## config.mk

```make
export PLATFORM = sky130hd
export DESIGN_NAME = ehci_capability_params
export DESIGN_NICKNAME = d
export VERILOG_FILES = /design/src/pkg/ehci_cap_pkg.sv /design/src/rtl/ehci_capability_params.sv /design/src/rtl/strap_sync.sv
export VERILOG_INCLUDE_DIRS = /design/src /design/src/pkg
export SDC_FILE = /design/constraint.sdc
export NUM_CORES = 1
export LEC_CHECK = 0
export BUFFER_PORTS_ARGS = -buffer_cell sky130_fd_sc_hd__buf_4
export CAP_MARGIN = 0
export CORE_MARGIN = 4
export CORE_UTILIZATION = 50
export DETAILED_ROUTE_END_ITERATION = 10
export PLACE_DENSITY = 0.71
export REMOVE_ABC_BUFFERS = 1
export SLEW_MARGIN = 20
export SYNTH_ARGS = -nofsm -noshare
export SYNTH_HDL_FRONTEND = slang
export SYNTH_SLANG_ARGS = --single-unit
```

## constraint.sdc

```tcl
create_clock -name clk -period 26.6 [get_ports clk]
set_input_delay 2.66 -clock clk [delete_from_list [all_inputs] [get_ports clk]]
set_output_delay 2.66 -clock clk [all_outputs]
set_load 0.02 [all_outputs]
```

## src/pkg/ehci_cap_cfg.svh

```systemverilog
// Purpose: Offsets, field positions, reset values and timing counts of the capability parameter bank.
// Assumes: Byte addresses on an 8-bit Wishbone address, one aligned 32-bit word per register.
// Notes:   Definitions only.
`ifndef EHCI_CAP_CFG_SVH
`define EHCI_CAP_CFG_SVH

`define STRUCT_PARAMS_OFS 8'h04
`define CAP_PARAMS_OFS    8'h08
`define ROUTE_LO_OFS      8'h40
`define ROUTE_HI_OFS      8'h44
`define RELOAD_OFS        8'h4C

`define DBG_IDX_LSB       20
`define PORT_IND_BIT      16
`define CC_LSB            12
`define PCC_LSB           8
`define ROUTE_SEL_BIT     7
`define PWR_SW_BIT        4
`define PORTS_LSB         0
`define IST_LSB           4
`define PFL_BIT           1
`define WIDE_BIT          0
`define BUSY_BIT          8

`define RST_DBG_IDX       4'h0
`define RST_PORT_IND      1'b0
`define RST_CC            4'h2
`define RST_PCC           4'h2
`define RST_ROUTE_SEL     1'b0
`define RST_PWR_SW        1'b1
`define RST_PORTS         4'h4
`define RST_IST           4'h1
`define RST_PFL           1'b1
`define RST_WIDE          1'b0

`define MAX_PORTS         15
`define SYNC_FILL_CYCLES  2'h3

`endif

```

## src/pkg/ehci_cap_pkg.sv

```systemverilog
// Purpose: Types shared by the capability parameter bank.
// Assumes: Field widths as laid out in the structural and capability words.
// Notes:   Constants live in ehci_cap_cfg.svh.
package ehci_cap_pkg;

  typedef struct packed {
    logic [3:0] debug_port_index;
    logic       port_indicator;
    logic [3:0] companion_count;
    logic [3:0] ports_per_companion;
    logic       routing_rule_select;
    logic       port_power_switch_present;
    logic [3:0] port_count;
  } structural_t;

  typedef struct packed {
    logic [3:0] iso_schedule_threshold;
    logic       programmable_frame_list;
    logic       wide_address_capable;
  } capability_t;

  typedef struct packed {
    logic route_clamped;
    logic debug_cleared;
    logic pcc_adjusted;
    logic ports_forced;
  } fixup_t;

  typedef logic [14:0][3:0] route_tab_t;

  typedef enum logic [2:0] {
    ST_FILL = 3'b001,
    ST_LOAD = 3'b010,
    ST_RUN  = 3'b100
  } load_state_t;

endpackage

```

## src/rtl/ehci_capability_params.sv

```systemverilog
// Purpose: Read-only structural and capability parameter words behind a Wishbone slave.
// Assumes: Straps are pin levels; the route table and capability bits are build parameters.
// Notes:   Strap values are cleaned up before they are shown, so software never sees an illegal mix.
//
// Behaviour
// - Zero companion count means no companions, no hand-off, high-speed only.
// - Nonzero companion count means companions present and port hand-off supported.
// - Ports-per-companion field reports ports per companion, consistent with port and companion counts.
// - Routing bit 0 maps consecutive port groups to companions in ascending order.
// - Routing bit 1 takes each port's companion from its route table entry, clamping entries past the last companion to the last companion.
// - Power switch bit 4 reads 1 with port power switches, else 0.
// - Power switch bit governs port power field behaviour in every port register.
// - Port count bits 3..0 give physical ports and addressable per-port registers.
// - Port count always reads 1h through Fh, never zero.
// - Capability word is a 32-bit register at offset 08h.
// - Debug port index never exceeds port count; nonzero marks debug port.
`timescale 1ns/1ns
`include "ehci_cap_cfg.svh"
module ehci_capability_params
  import ehci_cap_pkg::*;
#(
  parameter route_tab_t ROUTE_TABLE    = '0,
  parameter logic [3:0] ISO_THRESHOLD  = `RST_IST,
  parameter logic       PROG_FRAME     = `RST_PFL,
  parameter logic       WIDE_ADDRESS   = `RST_WIDE,
  parameter logic       PORT_INDICATOR = `RST_PORT_IND
)
(
  // Clock and reset
  input  wire logic        clk,
  input  wire logic        rst,
  // Wishbone slave
  input  wire logic        wb_cyc_i,
  input  wire logic        wb_stb_i,
  input  wire logic        wb_we_i,
  input  wire logic [7:0]  wb_adr_i,
  input  wire logic [3:0]  wb_sel_i,
  input  wire logic [31:0] wb_dat_i,
  output logic      [31:0] wb_dat_o,
  output logic             wb_ack_o,
  // Configuration straps
  input  wire logic [3:0]  strap_port_count,
  input  wire logic [3:0]  strap_companion_count,
  input  wire logic [3:0]  strap_ports_per_companion,
  input  wire logic        strap_routing_rule_select,
  input  wire logic        strap_power_switch,
  input  wire logic [3:0]  strap_debug_port_index,
  // Derived configuration
  output logic             handoff_supported,
  output logic             high_speed_only,
  output logic             port_power_software_ctrl,
  output logic [14:0]      port_present_mask,
  output route_tab_t       port_owner,
  output logic             config_valid
);

  ////////////////////////////////////////////////////////////////////////////////
  // Strap synchronisation

  logic [17:0] strap_sync_w;
  structural_t strap_w;
  strap_sync #(
    .WIDTH    (18)
  ) u_strap_sync (
    .clk      (clk),
    .rst      (rst),
    .async_in ({strap_debug_port_index, strap_companion_count, strap_ports_per_companion,
                strap_routing_rule_select, strap_power_switch, strap_port_count}),
    .sync_out (strap_sync_w)
  );

  assign strap_w = '{debug_port_index: strap_sync_w[17:14], port_indicator: PORT_INDICATOR,
                     companion_count: strap_sync_w[13:10], ports_per_companion: strap_sync_w[9:6],
                     routing_rule_select: strap_sync_w[5], port_power_switch_present: strap_sync_w[4],
                     port_count: strap_sync_w[3:0]};

  ////////////////////////////////////////////////////////////////////////////////
  // Clean-up of the strapped structure

  structural_t nxt_hcs;
  fixup_t      nxt_fix;
  logic [7:0]  pcc_cover;

  always_comb
  begin
    nxt_hcs   = strap_w;
    nxt_fix   = '0;
    pcc_cover = 8'h00;
    if (strap_w.port_count == 4'h0)
    begin
      nxt_hcs.port_count   = 4'h1;
      nxt_fix.ports_forced = 1'b1;
    end
    if (strap_w.companion_count == 4'h0)
    begin
      nxt_hcs.ports_per_companion = 4'h0;
      nxt_hcs.routing_rule_select = 1'b0;
    end
    else
    begin
      pcc_cover = {4'h0, strap_w.ports_per_companion} * {4'h0, strap_w.companion_count};
      if ((strap_w.ports_per_companion == 4'h0) || (strap_w.ports_per_companion > nxt_hcs.port_count)
          || (pcc_cover < {4'h0, nxt_hcs.port_count}))
      begin
        // One companion taking every port is always a consistent fallback.
        nxt_hcs.ports_per_companion = nxt_hcs.port_count;
        nxt_fix.pcc_adjusted        = 1'b1;
      end
    end
    if (strap_w.debug_port_index > nxt_hcs.port_count)
    begin
      nxt_hcs.debug_port_index = 4'h0;
      nxt_fix.debug_cleared    = 1'b1;
    end
  end

  ////////////////////////////////////////////////////////////////////////////////
  // Per-port routing

  function automatic logic [3:0] group_of(input int idx, input logic [3:0] pcc);
    logic [3:0] grp;
    logic [3:0] cnt;
    grp = 4'h0;
    cnt = 4'h0;
    for (int k = 0; k < `MAX_PORTS; k++)
    begin
      if (k < idx)
      begin
        cnt = cnt + 4'h1;
        if (cnt == pcc)
        begin
          cnt = 4'h0;
          grp = grp + 4'h1;
        end
      end
    end
    return grp;
  endfunction

  route_tab_t  nxt_route;
  route_tab_t  nxt_owner;
  logic [14:0] nxt_mask;
  logic [14:0] clamp_hit;

  genvar gi;
  generate
    for (gi = 0; gi < `MAX_PORTS; gi++)
    begin : g_port
      always_comb
      begin
        nxt_route[gi] = 4'h0;
        nxt_owner[gi] = 4'h0;
        clamp_hit[gi] = 1'b0;
        nxt_mask[gi]  = (4'(gi) < nxt_hcs.port_count);
        if (nxt_mask[gi] && (nxt_hcs.companion_count != 4'h0))
        begin
          nxt_route[gi] = ROUTE_TABLE[gi];
          if (ROUTE_TABLE[gi] >= nxt_hcs.companion_count)
          begin
            nxt_route[gi] = nxt_hcs.companion_count - 4'h1;
            clamp_hit[gi] = nxt_hcs.routing_rule_select;
          end
          if (nxt_hcs.routing_rule_select)
          begin
            nxt_owner[gi] = nxt_route[gi];
          end
          else
          begin
            nxt_owner[gi] = group_of(gi, nxt_hcs.ports_per_companion);
          end
        end
      end
    end
  endgenerate

  ////////////////////////////////////////////////////////////////////////////////
  // Load sequencing

  load_state_t state_ff;
  logic [1:0]  fill_cnt_ff;
  logic        reload_req;

  always_ff @(posedge clk)
  begin
    if (rst)
    begin
      state_ff    <= ST_FILL;
      fill_cnt_ff <= 2'h0;
    end
    else
    begin
      case (state_ff)
        ST_FILL:
        begin
          // Wait until the synchroniser holds fresh strap levels.
          fill_cnt_ff <= fill_cnt_ff + 2'h1;
          if (fill_cnt_ff == (`SYNC_FILL_CYCLES - 2'h1))
          begin
            state_ff    <= ST_LOAD;
            fill_cnt_ff <= 2'h0;
          end
        end
        ST_LOAD:
        begin
          state_ff <= ST_RUN;
        end
        ST_RUN:
        begin
          if (reload_req)
          begin
            state_ff <= ST_FILL;
          end
        end
        default:
        begin
          state_ff    <= ST_FILL;
          fill_cnt_ff <= 2'h0;
        end
      endcase
    end
  end

  ////////////////////////////////////////////////////////////////////////////////
  // Parameter registers

  structural_t hcs_ff;
  fixup_t      fix_ff;
  route_tab_t  route_ff;
  route_tab_t  owner_ff;
  logic [14:0] mask_ff;
  logic        handoff_ff;
  logic        hs_only_ff;
  logic        pwr_ctrl_ff;
  logic        valid_ff;
  capability_t hcc_w;

  assign hcc_w = '{iso_schedule_threshold: ISO_THRESHOLD,
                   programmable_frame_list: PROG_FRAME,
                   wide_address_capable: WIDE_ADDRESS};

  always_ff @(posedge clk)
  begin
    if (rst)
    begin
      hcs_ff <= '{debug_port_index: `RST_DBG_IDX, port_indicator: `RST_PORT_IND,
                  companion_count: `RST_CC, ports_per_companion: `RST_PCC,
                  routing_rule_select: `RST_ROUTE_SEL, port_power_switch_present: `RST_PWR_SW,
                  port_count: `RST_PORTS};
      fix_ff <= '0;
    end
    else if (state_ff == ST_LOAD)
    begin
      hcs_ff <= nxt_hcs;
      fix_ff <= '{route_clamped: |clamp_hit, debug_cleared: nxt_fix.debug_cleared,
                  pcc_adjusted: nxt_fix.pcc_adjusted, ports_forced: nxt_fix.ports_forced};
    end
  end

  always_ff @(posedge clk)
  begin
    if (rst)
    begin
      route_ff    <= '0;
      owner_ff    <= '0;
      mask_ff     <= 15'h0000;
      handoff_ff  <= 1'b0;
      hs_only_ff  <= 1'b0;
      pwr_ctrl_ff <= 1'b0;
      valid_ff    <= 1'b0;
    end
    else if (state_ff == ST_LOAD)
    begin
      route_ff    <= nxt_route;
      owner_ff    <= nxt_owner;
      mask_ff     <= nxt_mask;
      handoff_ff  <= (nxt_hcs.companion_count != 4'h0);
      hs_only_ff  <= (nxt_hcs.companion_count == 4'h0);
      pwr_ctrl_ff <= nxt_hcs.port_power_switch_present;
      valid_ff    <= 1'b1;
    end
  end

  ////////////////////////////////////////////////////////////////////////////////
  // Wishbone slave

  logic        ack_ff;
  logic [31:0] dat_ff;
  logic        req_new;
  logic [31:0] nxt_dat;

  assign req_new = wb_cyc_i && wb_stb_i && !ack_ff;
  // Writes land on the edge that completes the cycle; only the reload word listens.
  assign reload_req = wb_cyc_i && wb_stb_i && wb_we_i && ack_ff && (wb_adr_i == `RELOAD_OFS)
                      && wb_sel_i[0] && wb_dat_i[0];

  always_comb
  begin
    nxt_dat = 32'h0000_0000;
    case (wb_adr_i)
      `STRUCT_PARAMS_OFS:
      begin
        nxt_dat[`DBG_IDX_LSB+:4] = hcs_ff.debug_port_index;
        nxt_dat[`PORT_IND_BIT]   = hcs_ff.port_indicator;
        nxt_dat[`CC_LSB+:4]      = hcs_ff.companion_count;
        nxt_dat[`PCC_LSB+:4]     = hcs_ff.ports_per_companion;
        nxt_dat[`ROUTE_SEL_BIT]  = hcs_ff.routing_rule_select;
        nxt_dat[`PWR_SW_BIT]     = hcs_ff.port_power_switch_present;
        nxt_dat[`PORTS_LSB+:4]   = hcs_ff.port_count;
      end
      `CAP_PARAMS_OFS:
      begin
        nxt_dat[`IST_LSB+:4] = hcc_w.iso_schedule_threshold;
        nxt_dat[`PFL_BIT]    = hcc_w.programmable_frame_list;
        nxt_dat[`WIDE_BIT]   = hcc_w.wide_address_capable;
      end
      `ROUTE_LO_OFS:
      begin
        nxt_dat = route_ff[7:0];
      end
      `ROUTE_HI_OFS:
      begin
        nxt_dat[27:0] = route_ff[14:8];
      end
      `RELOAD_OFS:
      begin
        nxt_dat[3:0]       = fix_ff;
        nxt_dat[`BUSY_BIT] = (state_ff != ST_RUN);
      end
      default:
      begin
        nxt_dat = 32'h0000_0000;
      end
    endcase
  end

  always_ff @(posedge clk)
  begin
    if (rst)
    begin
      ack_ff <= 1'b0;
    end
    else
    begin
      ack_ff <= req_new;
    end
  end

  always_ff @(posedge clk)
  begin
    if (rst)
    begin
      dat_ff <= 32'h0000_0000;
    end
    else if (req_new && !wb_we_i)
    begin
      dat_ff <= nxt_dat;
    end
  end

  assign wb_dat_o                 = dat_ff;
  assign wb_ack_o                 = ack_ff;
  assign handoff_supported        = handoff_ff;
  assign high_speed_only          = hs_only_ff;
  assign port_power_software_ctrl = pwr_ctrl_ff;
  assign port_present_mask        = mask_ff;
  assign port_owner               = owner_ff;
  assign config_valid             = valid_ff;

endmodule

```

## src/rtl/strap_sync.sv

```systemverilog
// Purpose: Two-stage synchroniser for a vector of slow strap levels.
// Assumes: Straps are static or change only rarely, so bits need not arrive together.
// Notes:   The first stage feeds only the second.
`timescale 1ns/1ns
module strap_sync
#(
  parameter int WIDTH = 18
)
(
  // Clock and reset
  input  wire logic             clk,
  input  wire logic             rst,
  // Levels
  input  wire logic [WIDTH-1:0] async_in,
  output logic      [WIDTH-1:0] sync_out
);

  logic [WIDTH-1:0] meta_ff;
  logic [WIDTH-1:0] sync_ff;

  always_ff @(posedge clk)
  begin
    if (rst)
    begin
      meta_ff <= '0;
      sync_ff <= '0;
    end
    else
    begin
      meta_ff <= async_in;
      sync_ff <= meta_ff;
    end
  end

  assign sync_out = sync_ff;

endmodule

```

==> impl_results.md <==
- Status: finished, final reports clean
- Hold Path Class: register to register
- Final instance area: 14800 um^2
- Post-CTS Hold Buffers: 0
- Initial antenna violation count: 0
- Die Wd: 168 um
- Fillcell total: 2280
- Worst-Margin Slew: 0.947 ns
- Vias: 11300
- Synth cell types: 104
- Clock latency on the worst-skew pair: 0.53 ns
- FP Rows: 58
- Vias per inst: 5.83
- Main synth FF type: dfxtp_1
- Synth top area share: 36.8%
- Post-CTS sizing: 0
- WL final: 34.3 mm
- Seq. cell area: 4680 um^2
- Placed instance area: 14000 um^2
- DR DRC count: 0
- CP max stage delay: 0.62 ns
- Final setup vio count: 0
- Period utilization: 93.7%
- Max Cap Viol: 0
- Top delay family on crit path: simple AND/OR/NAND/NOR gates
- Area of the multi-input gates: 7560 um^2
- Slew HR: 36.8%
- Die footprint: 28100 um^2
- CP startpoint kind: register
- Unrepaired setup endpoints after global routing: no
- Htree depth: 1
- Critical Path AT: 25.33 ns
- Post-CTS Setup Bufs: 0
- Crit Path Class: register to register
- Critical Path Sink Type: register
- Main area contributors after synthesis: dfxtp_1 37%, nor2_1 5.6%, and2_1 5.2%
- Fmax: 40.1 MHz
- Setup_tns: 0 ns
- Area Overhead vs Synth: 16.6%
- Synthesized flop and latch total: 234
- Antenna Nets Post-Route: 0
- CP bufs+invs: 9
- Die Y: 168 um
- Clock skew: 0.0140 ns
- CTS Sinks: 234
- Fin nets: 1705
- Post-synth EDFFs: 0
- Vias in the first global route: 10700
- Top cell types by occurrence after synthesis: 234 x dfxtp_1, 189 x nor2_1, 115 x nand2_1
- Min-delay src: u_strap_sync.meta_ff[9]$_SDFF_PP0_
- IO Port Bufs: 144
- Slowest-stage cell, CP: dfxtp_1
- Post-DP HPWL: 23.6 mm
- TritonCTS clock tree: yes
- Most frequent cell after synthesis: dfxtp_1
- Syn Inst Count: 1496
- Routability cong.: 0.891
- Fraction of layout cells with a size suffix above 1: 16.8%
- Ports: 179
- Syn Area/Cell: 8.51 um^2
- First-pass GRT wire length: 55.8 mm
- Final global-route overflow total: 0
- Critical Path Fanout Max: 13
- Leading area contributor after synthesis: dfxtp_1
- CP Launch Point: u_strap_sync.sync_out[7]$_SDFF_PP0_
- Detailed-route wire length per cell: 17.8 um
- Initial Util: 50.7%
- Critical Path RT: 27.02 ns
- Sequential area share after synthesis: 36.8%
- Iteration-0 DRC Markers: 956
- Final hold violations: 0
- Most used cell, CP: ha_1
- Fin. max-slew vios: 0
- Max Root-Sink Buffers: 3
- Core area: 25100 um^2
- Tmin final: 24.92 ns
- Pin count of the biggest net entering global routing: 86
- Async SR Flop Fraction: 0%
- GRT Util Overall: 23.5%
- Root buf cell: clkbuf_16
- Reg2reg start: u_strap_sync.sync_out[7]$_SDFF_PP0_
- Clock Pin Slew Worst Setup and Hold Paths: 0.07 ns
- Drt pass-1 iters: 5
- Synthesized area: 12700 um^2
- Yosys warns: 0
- CTS Buf Count: 26
## worst paths after layout
kind	endpoint	slack, ns	cells after the start
max	port_owner[57]$_SDFFE_PP0P_	1.68	91
max reg2reg	port_owner[57]$_SDFFE_PP0P_	1.68	91
min	u_strap_sync.sync_out[9]$_SDFF_PP0_	0.43	1
min reg2reg	u_strap_sync.sync_out[9]$_SDFF_PP0_	0.43	1
## stage by stage
stage	util (%)	cells	setup WS (ns)	hold WS [ns]
4_1_cts	59.0	1933	1.37	0.437
2_1_floorplan	-	1398	5.00	0.410
6_report	59.1	1934	1.68	0.431
5_1_grt	59.1	1933	0.00698	0.449
3_3_place_gp	55.6	1887	1.60	0.417
3_5_place_dp	55.6	1887	1.45	0.424
## final cells by class
cell class,count,share of cell area (%)
antenna,1,0.0169
tap,330,2.78
clock inverter,11,0.674
multi-input combinational,1128,50.9
clock buffer,35,5.09
sequential,234,31.6
timing repair buffer,159,8.04
inverter,36,0.911
## flip-flops by register name, indices dropped and copies added, names as in the netlist
signal,cells
config_valid,1
fill_cnt_ff,2
fix_ff,4
handoff_supported,1
hcs_ff,17
high_speed_only,1
port_owner,60
port_power_software_ctrl,1
port_present_mask,15
route_ff,60
state_ff,3
u_strap_sync.meta_ff,18
u_strap_sync.sync_out,18
wb_ack_o,1
wb_dat_o,32
## layer usage
metal	vias to the layer above	share of wire (%)	track usage [%]	wire, um
met5	-	0	0	0
met4	0	2.4	6.70	834
met3	61	5.9	2.76	2020
met2	350	45	38.6	15600
met1	5326	46	32.6	15900
li1	5535	-	-	-
## kinds of logic (layout without fill, tap and decap cells)
| group | Yosys count | count (layout) | synth area share (%) |
|---|---|---|---|
| adder cells (fa/ha/maj) | 53 | 53 | 5.44 |
| AO/OA/AOI/OAI | 305 | 305 | 18.6 |
| other | 0 | 1 | 0 |
| flip-flops | 234 | 234 | 36.8 |
| XOR/XNOR | 63 | 63 | 4.44 |
| AND/OR/NAND/NOR | 659 | 659 | 26.4 |
| buffers and inverters | 134 | 241 | 4.36 |
| multiplexers | 48 | 48 | 4.04 |
## layout by cell type, fill, tap and decap left out, drive strengths merged, types with 20 or more instances in the layout
cell and n:
dfxtp 234, a211oi 30, nand3 38, a22oi 37
ha 49, a21oi 65, o21ai 29, xor2 23
nor2 189, nand4 20, inv 37, xnor2 39
buf 159, nor2b 43, nor3 58, nand2 115
and2 106, mux2i 34, clkbuf 35
Power is not shown: default switching activity piles up to over one toggle a cycle in this logic, so the estimate is an artifact.
